$ cat src/include/ncd_pkg.sv
// shared constants and types for the nibble cpu datapath
package ncd_pkg;

   localparam int NIB_W      = 4;
   localparam int PC_W       = 11;
   localparam int PAGE_LO_W  = 6;
   localparam int SP_W       = 3;
   localparam int STK_DEPTH  = 8;
   localparam int RAM_AW     = 7;
   localparam int RAM_DEPTH  = 128;
   localparam int ROW_USED_W = 3;
   localparam int PH_NUM_W   = 5;
   localparam int ROM_HI_W   = 3;
   localparam int ROM_DATA_W = 8;

   localparam logic [PC_W-1:0]  PC_RESET      = 11'h000;
   localparam logic [PC_W-1:0]  PC_ONE        = 11'h001;
   localparam logic [SP_W-1:0]  SP_RESET      = 3'h0;
   localparam logic [SP_W-1:0]  SP_ONE        = 3'h1;
   localparam logic             BANK_RESET    = 1'b0;
   localparam logic             TBL_RESET     = 1'b0;
   localparam logic [NIB_W-1:0] NIB_ZERO      = 4'h0;
   localparam logic [NIB_W-1:0] TBL_SEL_NUM   = 4'h0;
   localparam int               TBL_SEL_BIT   = 0;

   typedef enum logic [4:0] {
      no_op                  = 5'b00000,
      load_imm_op            = 5'b00001,
      add_op                 = 5'b00010,
      sub_op                 = 5'b00011,
      compare_op             = 5'b00100,
      and_op                 = 5'b00101,
      or_op                  = 5'b00110,
      xor_op                 = 5'b00111,
      not_equal_logic_op     = 5'b01000,
      rotate_left_op         = 5'b01001,
      rotate_right_op        = 5'b01010,
      set_carry_op           = 5'b01011,
      clear_carry_op         = 5'b01100,
      set_bank_flag_op       = 5'b01101,
      clear_bank_flag_op     = 5'b01110,
      ram_load_op            = 5'b01111,
      ram_store_op           = 5'b10000,
      bit_set_op             = 5'b10001,
      bit_clear_op           = 5'b10010,
      bit_test_op            = 5'b10011,
      move_to_row_op         = 5'b10100,
      move_to_col_op         = 5'b10101,
      periph_read_op         = 5'b10110,
      periph_write_op        = 5'b10111,
      rom_to_ram_transfer_op = 5'b11000,
      cond_branch_op         = 5'b11001,
      page_jump_op           = 5'b11010,
      long_jump_op           = 5'b11011,
      call_op                = 5'b11100,
      return_op              = 5'b11101,
      interrupt_return_op    = 5'b11110,
      interrupt_entry_op     = 5'b11111
   } ncd_op_t;

   typedef enum logic [2:0] {
      ALU_ADD  = 3'b000,
      ALU_SUB  = 3'b001,
      ALU_AND  = 3'b010,
      ALU_OR   = 3'b011,
      ALU_XOR  = 3'b100,
      ALU_ROL  = 3'b101,
      ALU_ROR  = 3'b110,
      ALU_PASS = 3'b111
   } ncd_alu_fn_t;

   typedef struct packed {
      ncd_op_t          code;
      logic [NIB_W-1:0] imm;
      logic [1:0]       bit_sel;
      logic [PC_W-1:0]  addr;
   } ncd_instr_t;

   // context kept for an interrupt: five nibbles and two flags
   typedef struct packed {
      logic [NIB_W-1:0] accum;
      logic [NIB_W-1:0] row;
      logic [NIB_W-1:0] col;
      logic [NIB_W-1:0] lookup;
      logic [NIB_W-1:0] psel;
      logic             carry;
      logic             cond;
   } ncd_ctx_t;

endpackage

$ cat src/hw/ncd_core.sv
// nibble cpu datapath: registers, flags, alu, paged pc, stack, ram, peripheral select
`timescale 1ns/1ns
// Function
// - accumulator is a 4-bit operand/result register with rotates and transfers.
// - ram holds 128 nibbles addressed by row low three bits and column.
// - lookup pointer is a general nibble or middle of the table lookup address.
// - peripheral select pointer is a general nibble or the peripheral number.
// - bank flag 0 routes to ram pointers, 1 to lookup and peripheral pointers.
// - set-bank sets the bank flag, clear-bank clears it, reset clears it.
// - carry is carry-out after add and not-borrow after subtract.
// - set-carry and clear-carry force carry; rotates pass through carry.
// - carry and branch flag hold until the next instruction executes.
// - branch flag follows carry on arithmetic, zero logic or compare gives 0, bit test gives the bit, interrupt return restores it, else 1.
// - conditional branch is taken when branch flag is 1.
// - alu does add, subtract, compare, and, or, xor, rotate with flags.
// - program memory is 32 pages of 64 bytes addressed by the counter.
// - counter low six bits pick the byte, upper five the page; reset zero.
// - short jump replaces only the six in-page bits.
// - long jump and call load a full 11-bit address.
// - stack keeps eight addresses plus interrupt context; returns restore them.
// - stack index is 3 bits, up on call or interrupt, down on return.
// - stack index wraps and later pushes overwrite without any error.
// - bit operations set, clear or test one bit of a ram nibble.
// - 32 peripheral registers in two tables; reads return pins, writes drive them.
// - bit 0 of the table select register picks table 0 or 1; reset table 0.
// - table select register sits at number 0 in both tables.
module ncd_core
   import ncd_pkg::*;
(
   input  wire logic                  sys_clk,       // clock, 10 MHz
   input  wire logic                  rst,           // async reset, active high
   input  wire logic                  op_valid,      // one instruction executes
   input  wire ncd_instr_t            instr,         // decoded instruction
   input  wire logic [NIB_W-1:0]      periph_rdata,  // peripheral read data
   input  wire logic [ROM_DATA_W-1:0] rom_data,      // table lookup byte
   input  wire logic [ROM_HI_W-1:0]   rom_hi,        // upper lookup address bits
   output logic      [PC_W-1:0]       pc_out,        // fetch address
   output logic      [PC_W-1:0]       lookup_addr,   // table lookup address
   output logic      [PH_NUM_W-1:0]   periph_num,    // table bit and number
   output logic                       periph_rd,     // peripheral read strobe
   output logic                       periph_wr,     // peripheral write pulse
   output logic      [PH_NUM_W-1:0]   periph_wnum,   // number of the write
   output logic      [NIB_W-1:0]      periph_wdata,  // peripheral write data
   output logic      [NIB_W-1:0]      accum_out,     // accumulator
   output logic                       carry_out,     // carry flag
   output logic                       branch_out,    // branch condition flag
   output logic                       bank_out,      // register bank flag
   output logic      [SP_W-1:0]       sp_out         // stack index
);

   logic [NIB_W-1:0]    accum_q, row_q, col_q, lookup_q, psel_q;
   logic                bank_q, carry_q, cond_q, tbl_q;
   logic [PC_W-1:0]     pc_q;
   logic                ph_wr_q;
   logic [PH_NUM_W-1:0] ph_wnum_q;
   logic [NIB_W-1:0]    ph_wdata_q;
   logic [NIB_W-1:0]    ram_q [RAM_DEPTH];

   logic [NIB_W-1:0]    accum_d, row_d, col_d, lookup_d, psel_d;
   logic                carry_d, cond_d, bank_d, tbl_d;
   logic [PC_W-1:0]     pc_d;
   logic                ram_we;
   logic [NIB_W-1:0]    ram_wdata;

   // one-hot bit mask for the bit operations
   function automatic logic [NIB_W-1:0] bit_mask(input logic [1:0] sel);
      bit_mask = NIB_W'(4'h1 << sel);
   endfunction

   wire ncd_op_t code = instr.code;
   wire          exec = op_valid;

   wire [RAM_AW-1:0] ram_addr = {row_q[ROW_USED_W-1:0], col_q};
   wire [NIB_W-1:0]  ram_rd   = ram_q[ram_addr];
   wire [NIB_W-1:0]  mask     = bit_mask(instr.bit_sel);

   wire [PC_W-1:0] pc_inc  = pc_q + PC_ONE;
   wire [PC_W-1:0] pc_page = {pc_q[PC_W-1:PAGE_LO_W], instr.addr[PAGE_LO_W-1:0]};

   // number zero is the table select in both tables
   wire is_tbl_sel = (psel_q == TBL_SEL_NUM);

   wire is_arith = (code == add_op) || (code == sub_op);
   wire is_logic = (code == and_op) || (code == or_op) ||
                   (code == xor_op) || (code == not_equal_logic_op);
   wire is_rot   = (code == rotate_left_op) || (code == rotate_right_op);

   ncd_alu_fn_t alu_fn;
   assign alu_fn = (code == add_op)             ? ALU_ADD :
                   (code == sub_op)             ? ALU_SUB :
                   (code == compare_op)         ? ALU_SUB :
                   (code == and_op)             ? ALU_AND :
                   (code == or_op)              ? ALU_OR  :
                   (code == xor_op)             ? ALU_XOR :
                   (code == not_equal_logic_op) ? ALU_XOR :
                   (code == rotate_left_op)     ? ALU_ROL :
                   (code == rotate_right_op)    ? ALU_ROR : ALU_PASS;

   logic [NIB_W-1:0] alu_res;
   logic             alu_cout, alu_zero;

   ncd_alu u_alu (
      .a      (accum_q),
      .b      (ram_rd),
      .cin    (carry_q),
      .fn     (alu_fn),
      .result (alu_res),
      .cout   (alu_cout),
      .zero   (alu_zero)
   );

   wire stk_push = exec && ((code == call_op) || (code == interrupt_entry_op));
   wire stk_pop  = exec && ((code == return_op) || (code == interrupt_return_op));
   wire stk_ctx  = (code == interrupt_entry_op);

   ncd_ctx_t        ctx_now, ctx_saved;
   logic [PC_W-1:0] stk_top;
   logic [SP_W-1:0] sp;

   assign ctx_now = '{accum: accum_q, row: row_q, col: col_q, lookup: lookup_q,
                      psel: psel_q, carry: carry_q, cond: cond_q};

   ncd_stack u_stack (
      .sys_clk  (sys_clk),
      .rst      (rst),
      .push     (stk_push),
      .pop      (stk_pop),
      .save_ctx (stk_ctx),
      .pc_in    (code == call_op ? pc_inc : pc_q),
      .ctx_in   (ctx_now),
      .pc_top   (stk_top),
      .ctx_out  (ctx_saved),
      .sp       (sp)
   );

   always_comb begin
      accum_d   = accum_q;
      row_d     = row_q;
      col_d     = col_q;
      lookup_d  = lookup_q;
      psel_d    = psel_q;
      carry_d   = carry_q;
      // other instructions leave the branch flag at 1
      cond_d    = 1'b1;
      bank_d    = bank_q;
      tbl_d     = tbl_q;
      pc_d      = pc_inc;
      ram_we    = 1'b0;
      ram_wdata = ram_rd;
      unique case (code)
         no_op: ;
         load_imm_op: accum_d = instr.imm;
         add_op, sub_op: begin
            accum_d = alu_res;
            carry_d = alu_cout;
            cond_d  = alu_cout;
         end
         // zero result clears the branch flag
         compare_op: cond_d = !alu_zero;
         and_op, or_op, xor_op: begin
            accum_d = alu_res;
            cond_d  = !alu_zero;
         end
         not_equal_logic_op: cond_d = !alu_zero;
         rotate_left_op, rotate_right_op: begin
            accum_d = alu_res;
            carry_d = alu_cout;
         end
         set_carry_op:   carry_d = 1'b1;
         clear_carry_op: carry_d = 1'b0;
         set_bank_flag_op:   bank_d = 1'b1;
         clear_bank_flag_op: bank_d = 1'b0;
         ram_load_op: accum_d = ram_rd;
         ram_store_op: begin
            ram_we    = 1'b1;
            ram_wdata = accum_q;
         end
         bit_set_op: begin
            ram_we    = 1'b1;
            ram_wdata = ram_rd | mask;
         end
         bit_clear_op: begin
            ram_we    = 1'b1;
            ram_wdata = ram_rd & ~mask;
         end
         bit_test_op: cond_d = |(ram_rd & mask);
         move_to_row_op: begin
            if (bank_q) lookup_d = accum_q;
            else row_d = accum_q;
         end
         move_to_col_op: begin
            if (bank_q) psel_d = accum_q;
            else col_d = accum_q;
         end
         // pins seen through the selected register
         periph_read_op: accum_d = is_tbl_sel ? {3'h0, tbl_q} : periph_rdata;
         // table select written from bit 0
         periph_write_op: begin
            if (is_tbl_sel) tbl_d = accum_q[TBL_SEL_BIT];
         end
         // lookup byte low nibble lands in ram
         rom_to_ram_transfer_op: begin
            ram_we    = 1'b1;
            ram_wdata = rom_data[NIB_W-1:0];
         end
         // taken on flag 1, target inside the page
         cond_branch_op: begin
            if (cond_q) pc_d = pc_page;
         end
         page_jump_op: pc_d = pc_page;
         long_jump_op, call_op: pc_d = instr.addr;
         return_op: pc_d = stk_top;
         interrupt_return_op: begin
            pc_d     = stk_top;
            accum_d  = ctx_saved.accum;
            row_d    = ctx_saved.row;
            col_d    = ctx_saved.col;
            lookup_d = ctx_saved.lookup;
            psel_d   = ctx_saved.psel;
            carry_d  = ctx_saved.carry;
            cond_d   = ctx_saved.cond;
         end
         // interrupted instruction is replayed after return
         interrupt_entry_op: pc_d = instr.addr;
      endcase
   end

   // data registers take zero at reset only for a known start
   always_ff @(posedge sys_clk or posedge rst) begin
      if (rst) begin
         accum_q  <= NIB_ZERO;
         row_q    <= NIB_ZERO;
         col_q    <= NIB_ZERO;
         lookup_q <= NIB_ZERO;
         psel_q   <= NIB_ZERO;
         carry_q  <= 1'b0;
         cond_q   <= 1'b0;
      // flags move only when an instruction executes
      end else if (exec) begin
         accum_q  <= accum_d;
         row_q    <= row_d;
         col_q    <= col_d;
         lookup_q <= lookup_d;
         psel_q   <= psel_d;
         carry_q  <= carry_d;
         cond_q   <= cond_d;
      end
   end

   // counter, bank and table reset values
   always_ff @(posedge sys_clk or posedge rst) begin
      if (rst) begin
         pc_q   <= PC_RESET;
         bank_q <= BANK_RESET;
         tbl_q  <= TBL_RESET;
      end else if (exec) begin
         pc_q   <= pc_d;
         bank_q <= bank_d;
         tbl_q  <= tbl_d;
      end
   end

   always_ff @(posedge sys_clk or posedge rst) begin
      if (rst) begin
         ph_wr_q    <= 1'b0;
         ph_wnum_q  <= '0;
         ph_wdata_q <= NIB_ZERO;
      end else begin
         ph_wr_q <= exec && (code == periph_write_op) && !is_tbl_sel;
         if (exec && (code == periph_write_op)) begin
            ph_wnum_q  <= {tbl_q, psel_q};
            ph_wdata_q <= accum_q;
         end
      end
   end

   always_ff @(posedge sys_clk) begin
      if (exec && ram_we) begin
         ram_q[ram_addr] <= ram_wdata;
      end
   end

   // peripheral number from the select pointer
   assign periph_num   = {tbl_q, psel_q};
   assign periph_rd    = exec && (code == periph_read_op) && !is_tbl_sel;
   assign periph_wr    = ph_wr_q;
   assign periph_wnum  = ph_wnum_q;
   assign periph_wdata = ph_wdata_q;
   assign lookup_addr  = {rom_hi, lookup_q, accum_q};
   assign pc_out       = pc_q;
   assign accum_out    = accum_q;
   assign carry_out    = carry_q;
   assign branch_out   = cond_q;
   assign bank_out     = bank_q;
   assign sp_out       = sp;
endmodule // ncd_core

$ cat src/hw/ncd_alu.sv
// 4-bit alu with carry, borrow and zero detection
`timescale 1ns/1ns
module ncd_alu
   import ncd_pkg::*;
(
   input  wire logic [NIB_W-1:0] a,      // accumulator operand
   input  wire logic [NIB_W-1:0] b,      // second operand
   input  wire logic             cin,    // carry in
   input  wire ncd_alu_fn_t      fn,     // operation
   output logic      [NIB_W-1:0] result, // result nibble
   output logic                  cout,   // carry, or not-borrow on subtract
   output logic                  zero    // result is zero
);

   wire [NIB_W:0] sum_w  = {1'b0, a} + {1'b0, b};
   // a + ~b + 1: top bit is 1 when no borrow
   wire [NIB_W:0] diff_w = {1'b0, a} + {1'b0, ~b} + 5'h01;

   always_comb begin
      result = a;
      cout   = cin;
      unique case (fn)
         ALU_ADD: begin
            result = sum_w[NIB_W-1:0];
            cout   = sum_w[NIB_W];
         end
         ALU_SUB: begin
            result = diff_w[NIB_W-1:0];
            cout   = diff_w[NIB_W];
         end
         ALU_AND:  result = a & b;
         ALU_OR:   result = a | b;
         ALU_XOR:  result = a ^ b;
         ALU_ROL: begin
            result = {a[NIB_W-2:0], cin};
            cout   = a[NIB_W-1];
         end
         ALU_ROR: begin
            result = {cin, a[NIB_W-1:1]};
            cout   = a[0];
         end
         ALU_PASS: result = a;
      endcase
   end

   assign zero = (result == NIB_ZERO);

endmodule // ncd_alu

$ cat src/hw/ncd_stack.sv
// eight-entry return address stack with interrupt context slot
`timescale 1ns/1ns
module ncd_stack
   import ncd_pkg::*;
(
   input  wire logic            sys_clk,  // clock
   input  wire logic            rst,      // async reset, active high
   input  wire logic            push,     // call or interrupt entry
   input  wire logic            pop,      // return or interrupt return
   input  wire logic            save_ctx, // interrupt entry saves context
   input  wire logic [PC_W-1:0] pc_in,    // address pushed
   input  wire ncd_ctx_t        ctx_in,   // context saved
   output logic      [PC_W-1:0] pc_top,   // address of last push
   output ncd_ctx_t             ctx_out,  // saved context
   output logic      [SP_W-1:0] sp        // stack index
);

   logic [PC_W-1:0] pc_mem_q [STK_DEPTH];
   ncd_ctx_t        ctx_q;
   logic [SP_W-1:0] sp_q;

   wire [SP_W-1:0] top_idx = sp_q - SP_ONE;

   // wraps silently, so deep nesting overwrites older entries
   always_ff @(posedge sys_clk or posedge rst) begin
      if (rst) begin
         sp_q <= SP_RESET;
      end else if (push) begin
         sp_q <= sp_q + SP_ONE;
      end else if (pop) begin
         sp_q <= top_idx;
      end
   end

   always_ff @(posedge sys_clk) begin
      if (push) begin
         pc_mem_q[sp_q] <= pc_in;
      end
      if (push && save_ctx) begin
         ctx_q <= ctx_in;
      end
   end

   assign pc_top  = pc_mem_q[top_idx];
   assign ctx_out = ctx_q;
   assign sp      = sp_q;

endmodule // ncd_stack

$ cat config.mk
export PLATFORM = sky130hd
export DESIGN_NAME = ncd_core
export DESIGN_NICKNAME = d
export VERILOG_FILES = /design/src/include/ncd_pkg.sv /design/src/hw/ncd_core.sv /design/src/hw/ncd_alu.sv /design/src/hw/ncd_stack.sv
export SDC_FILE = /design/constraint.sdc
export NUM_CORES = 1
export LEC_CHECK = 0
export BUFFER_PORTS_ARGS = -buffer_cell sky130_fd_sc_hd__buf_2
export CORE_UTILIZATION = 55
export DETAILED_ROUTE_END_ITERATION = 7
export PLACE_DENSITY = 0.75
export SYNTH_ARGS = -nofsm -noshare
export SYNTH_HDL_FRONTEND = slang
export SYNTH_SLANG_ARGS = --single-unit
export TNS_END_PERCENT = 50
$ cat constraint.sdc
create_clock -name sys_clk -period 6.3 [get_ports sys_clk]
set_input_delay 0.63 -clock sys_clk [delete_from_list [all_inputs] [get_ports sys_clk]]
set_output_delay 0.63 -clock sys_clk [all_outputs]
set_load 0.05 [all_outputs]
[Word-level counts from Yosys, hierarchy flattened]
Memory sizes are Yosys's and may differ from the RTL's.
Index checks and enable logic that the tools add are counted.
Storage, ports and cells
  input bits: 40
  output and inout port bits: 48
  flip-flop bits (word level): 70
  RAM bits: 600
  memories: 2
  logic and storage cells: 154
Operators by class
  bitwise operators: 9
  equal/unequal tests: 43
  $add $sub $neg: 6
  reductions and logical operators: 38
  multiplexer cells: 33
  shifts and indexed selects: 1
Memory list
  ram_q: depth 128, bits a word 4, read ports 1, clocked after memory_dff 0, write ports 1, line ncd_core.sv:57  | logic [NIB_W-1:0] ram_q [RAM_DEPTH];
  u_stack.pc_mem_q: depth 8, bits a word 11, read ports 1, clocked after memory_dff 0, write ports 1, line ncd_stack.sv:18  | logic [PC_W-1:0] pc_mem_q [STK_DEPTH];
Operator list (number)
  == test 5 bit (second input constant): 16
  one-hot mux 11 bit (4 select lines): 1
  == test 5 x 4 -> 1 bit (second input constant): 8
  one-hot mux 4 bit (2 select lines): 4
  one-hot mux 4 bit (8 select lines): 1
  2-to-1 mux 11 bit: 2
  2-to-1 mux 3 bit: 7
  == test 5 x 3 -> 1 bit (second input constant): 4
  one-hot mux 4 bit (5 select lines): 1
  AND reduction 3 bit: 6
  one-hot mux 4 bit (4 select lines): 1
  bitwise AND 4 bit: 3
  == test 3 bit (second input constant): 4
  2-to-1 mux 4 bit: 3
  one-hot mux 1 bit (4 select lines): 3
  OR reduction 4 bit: 3
  adder 11 x 1 -> 11 bit (second input constant): 1
  adder 4 x 4 -> 5 bit: 2
  == test 5 x 2 -> 1 bit (second input constant): 2
  != test 2 bit (second input constant): 5
  logical AND 1 bit: 8
  zero test 4 bit: 2
  NOT 4 bit: 2
  bitwise OR 4 bit: 2
  23 further kinds: 39

[Logic depth before layout (Yosys ltp)]
  word-level depth: 15
  mapped depth: 23
  mapped depth without buffers: 17

[By module]
Synthesis repeated with hierarchy kept, for this count alone.
Unflattened totals
  cells, all modules: 1817
  area, all modules: 28682.5 um2
By module, submodules not included
  ncd_core: area an instance 23545.1 um2, times used 1, cells an instance 1460, sequential area each 16500.8 um2
  ncd_stack: area an instance 4401.7 um2, times used 1, cells an instance 257, sequential area each 3378.2 um2
  ncd_alu: area an instance 735.7 um2, times used 1, cells an instance 100, sequential area each 0.0 um2

[Worst setup path after synthesis]
OpenSTA, ideal clock, no wires.
  path type: input-to-reg
  from: input instr[20] in the netlist's numbering
  to: memory ram_q[0][0] (data pin)
  data required time: 5331 ps
  setup slack: -509 ps
  buffers on the path: 4
  library setup time: 969 ps
  stages on the path: 8
  data arrival time: 5840 ps
  path through: clkbuf_1 > clkbuf_1 > clkbuf_1 > clkbuf_1 > nand2_1 > o21ai_0 > nand2_1 > a31oi_1
Between the ends
  cells in the longest elaborated chain, start to end: 2
  elaborated cells between the ends (all ways): 5
RTL lines
  start: declaration: line ncd_core.sv:33  | input wire ncd_instr_t instr,
  == test 5 bit: line ncd_core.sv:150  | unique case (code)
  one-hot mux 4 bit (4 select lines) *: line ncd_core.sv:150
  named net ram_wdata[0]: line ncd_core.sv:63  | logic [NIB_W-1:0] ram_wdata;
  end: declaration: line ncd_core.sv:57
The timed path passes the listed nets; every way through them passes the cells marked *.

[Worst setup path after layout]
  from: register col_q[2]
  to: register cond_q (netlist: branch_out)
Between the ends
  cells in the longest elaborated chain, start to end: 8
  elaborated cells between the ends (all ways): 15
RTL lines
  start: declaration: line ncd_core.sv:51  | logic [NIB_W-1:0] accum_q, row_q, col_q, lookup_q, psel_q;
  start signal: assignment: line ncd_core.sv:242  | col_q <= col_d;
  memory (128 x 4 bit) *
  NOT 4 bit: line ncd_alu.sv:17  | wire [NIB_W:0] diff_w = {1'b0, a} + {1'b0, ~b} + 5'h01;
  adder 4 x 4 -> 5 bit: line ncd_alu.sv:17
  adder 5 x 1 -> 5 bit: line ncd_alu.sv:17
  one-hot mux 4 bit (8 select lines): line ncd_alu.sv:22  | unique case (fn)
  zero test 4 bit: line ncd_alu.sv:46  | assign zero = (result == NIB_ZERO);
  zero test 1 bit: line ncd_core.sv:159, ncd_core.sv:162, ncd_core.sv:164
  one-hot mux 1 bit (4 select lines) *: line ncd_core.sv:150
  end signal: assignment: line ncd_core.sv:246  | cond_q <= cond_d;
  end: declaration: line ncd_core.sv:52  | logic bank_q, carry_q, cond_q, tbl_q;
Mark *: on every way between the ends. The rest lies on a longest branch, timed or not.
A chain may end at the register's enable or synchronous reset.

==> impl_metrics.csv <==
group,metric,value,unit
outcome,status,"finished clean",
final_layout,fin_cells,2716,
yosys,yosys_warnings,0,
clock_tree,h-tree-depth,3,
power,power_density,449.0,nW/µm²
sta,slew_viol_final,0,
clock_tree,cts_hold_buffers,0,
sta,fin_skew,0.03464,ns
placed_design,dpl.cell_count,2587,
drt,drt-total-wl,74540,µm
floorplan,dieArea,53000,µm²
clock_tree,cts_tree,"done",
sta,hold_viol,0,
setup_path,critPathKind,"flop to flop",
floorplan,die_w,230.2,µm
final_layout,syn_to_final_growth,12.36,%
sta,finalCritPeriodShare,87.62,%
global_routing,gr-total-overflow,0,
min_path,hp-class,"input pin to asynchronous set/reset pin",
floorplan,initial_core_util,55.73,%
clock_tree,clk_pin_slew,0.07,ns
placed_design,dp_slack,1.003,ns
final_layout,fillers,3703,
clock_tree,post_cts_buffers,0,
drt,ant_nets,0,
sta,holdWs,0.1972,ns
clock_tree,clock_sinks,668,
global_routing,grt_antenna_before_repair,0,
yosys,ys_seq_area_share,69.20,%
yosys,synth_top_area_share,65.09,%
yosys,avgSynthCellArea,15.07,µm²
yosys,async_reset_ff_share,7.036,%
global_routing,grt_max_degree,129,
drt,drt-initial-drc-count,2388,
final_layout,fin_nets,2035,
setup_path,cp-end-kind,"flop",
sta,fmax,181.2,MHz
placed_design,gp_congestion,0.9534,
clock_tree,post_cts_resize_count,0,
final_layout,drive_gt1_share,19.61,%
drt,drc,0,
yosys,synth_cells,1901,
setup_path,reg2reg_depth,17,
global_routing,grt_pass1_vias,17640,
floorplan,io_pins,88,
placed_design,dp_hpwl,46190,µm
drt,vias_per_cell,6.602,
yosys,synth_largest_area_cell,"edfxtp_1",
sta,fin_crit,5.520,ns
sta,worst_pin_slew,1.280,ns
global_routing,grt_pass1_wl,111600,µm
drt,firstDrtPassIters,8,
drt,drt-wirelength-per-cell,27.44,µm
sta,fin_ws,0.7799,ns
yosys,synth_nets,1958,
yosys,synthFlopType,"edfxtp_1",
sta,rsz0062_at_grt,"false",
power,p_leak,10.76,nW
setup_path,cp_data_required_time,6.77,ns
floorplan,num_rows,83,
clock_tree,clkLatencyLatePin,0.62,ns
floorplan,core_area,51410,µm²
setup_path,critPathArrivalTime,5.99,ns
yosys,synth_edf_count,621,
global_routing,track_usage,28.33,%
clock_tree,cts-root-buf,"clkbuf_16",
yosys,synth_area,28650,µm²
clock_tree,cts_buffers,69,
yosys,ys_types,79,
setup_path,crit_path_start_kind,"flop",
power,irDropWorstVdd,0.3441,mV
clock_tree,clockBufferDepth,3,
yosys,synth-seq-cells,668,
job,cap_violations,0,
floorplan,die_y,230.2,µm
yosys,ys_top_cells_by_area,"edfxtp_1, mux4_2, dfrtp_1",
sta,slew_headroom,14.32,%
drt,vias,17930,
placed_design,io_buffers,77,
setup_path,crit_fanout,58,
sta,finalSetupViolCount,0,
## layer usage
layer	vias to the layer above	GRT usage (%)	part of all wire, %
li1	7592	-	-
met1	8902	37.51	37
met2	1217	45.44	48
met3	219	6.672	11
met4	0	11.18	4.3
met5	-	0	0
## cells in the final DEF (no fill, tap or decap), drive strengths merged, types with 7 or more instances in the layout
master,instances
nor2,208
mux2i,61
dfrtp,47
ha,15
a31oi,13
clkbuf,85
bufinv,10
xnor2,13
o22ai,12
a221oi,51
a22oi,34
nor2b,28
and3,17
a22o,20
nand2b,15
a221o,16
o2bb2ai,11
a21oi,80
inv,31
buf,138
edfxtp,621
o21ai,71
nand4,7
nand3,25
a211oi,10
nand2,109
mux2,70
mux4,58
and2,7
a32oi,16
nor3,17
clkinv,29
## cell families after synthesis
family          count (synthesis)  share of synthesized area, %
compound gates                385                         9.630
xor+xnor                       19                        0.5809
fa+ha+maj                      17                        0.7949
buf+inv                       162                         2.926
flops                         668                         69.20
mux                           189                         9.495
simple gates                  461                         7.373
## stage by stage
step | power [mW] | cell area, µm² | utilization, % | TNS, ns
after CTS | 14.43 | 32180 | 62.61 | 0
after floorplan | 8.854 | 28660 | - | -106.27
after global placement | 10.09 | 29810 | 57.99 | 0
after global routing | 14.88 | 32180 | 62.61 | 0
after detailed placement | 10.19 | 29810 | 57.99 | 0
final | 14.45 | 32190 | 62.61 | 0
## cell type report
class	count	area [µm²]	share of cell area, %
Sequential cell	668	19840	61.62
Multi-Input combinational cell	1071	8068	25.07
Clock buffer	85	1882	5.846
Timing Repair Buffer	138	943.4	2.931
Tap cell	680	850.8	2.643
Clock inverter	43	493.0	1.532
Inverter	30	112.6	0.3499
Antenna cell	1	2.502	0.007775
## power breakdown
group          leakage [nW]  internal (mW)  switching (mW)
combinational          3.42           1.28            2.83
sequential             6.18           5.81           0.259
clock                  1.16           2.55            1.73
total                  10.8           9.64            4.82
## worst paths after layout
path,from,endpoint,slack (ns)
min in group sys_clk,instr[13],accum_out[0],0.27
min reg2reg,lookup_q[2],u_stack.ctx_out[8],0.49
max,col_q[2],branch_out,0.78
min,rst,pc_out[3],0.20
max reg2reg,col_q[2],branch_out,0.78
max in group asynchronous,rst,col_q[0],5.59
## Yosys cell counts (16+ instances only)
cell	number
buf_4	18
nor2_1	207
a221oi_1	44
mux2i_1	61
o21ai_0	68
buf_2	28
clkbuf_1	62
a32oi_1	16
a21oi_1	80
nand3_1	25
inv_1	29
a22o_1	20
edfxtp_1	621
mux4_2	58
and3_1	17
a22oi_1	34
dfrtp_1	47
nor3_1	17
mux2_2	60
buf_6	17
nor2b_1	28
a221o_1	16
nand2_1	109
## state kept, by name, indices dropped and copies added (netlist names), 3 cells and up
signal	count
accum_out	4
lookup_q	4
ram_q	512
periph_wnum	5
col_q	4
pc_out	11
u_stack.pc_mem_q	88
psel_q	4
u_stack.sp	3
periph_wdata	4
u_stack.ctx_out	21
row_q	3
## critical path, cell delays in order (launching register included)
cell and delay (ns):
dfrtp_4 0.69, buf_12 0.37, buf_4 0.35, mux2_2 0.38
a22oi_1 0.18, a31oi_1 0.16, a2111oi_2 0.88, nand3_1 0.25
nor2_2 0.31, ha_1 0.36, nor2b_1 0.17, o21a_1 0.17
o21ai_0 0.12, and4_1 0.26, o311a_1 0.19, nand3_1 0.07
o31ai_1 0.28, o211ai_1 0.13
No activity file was read; power rests on OpenSTA's default activity.
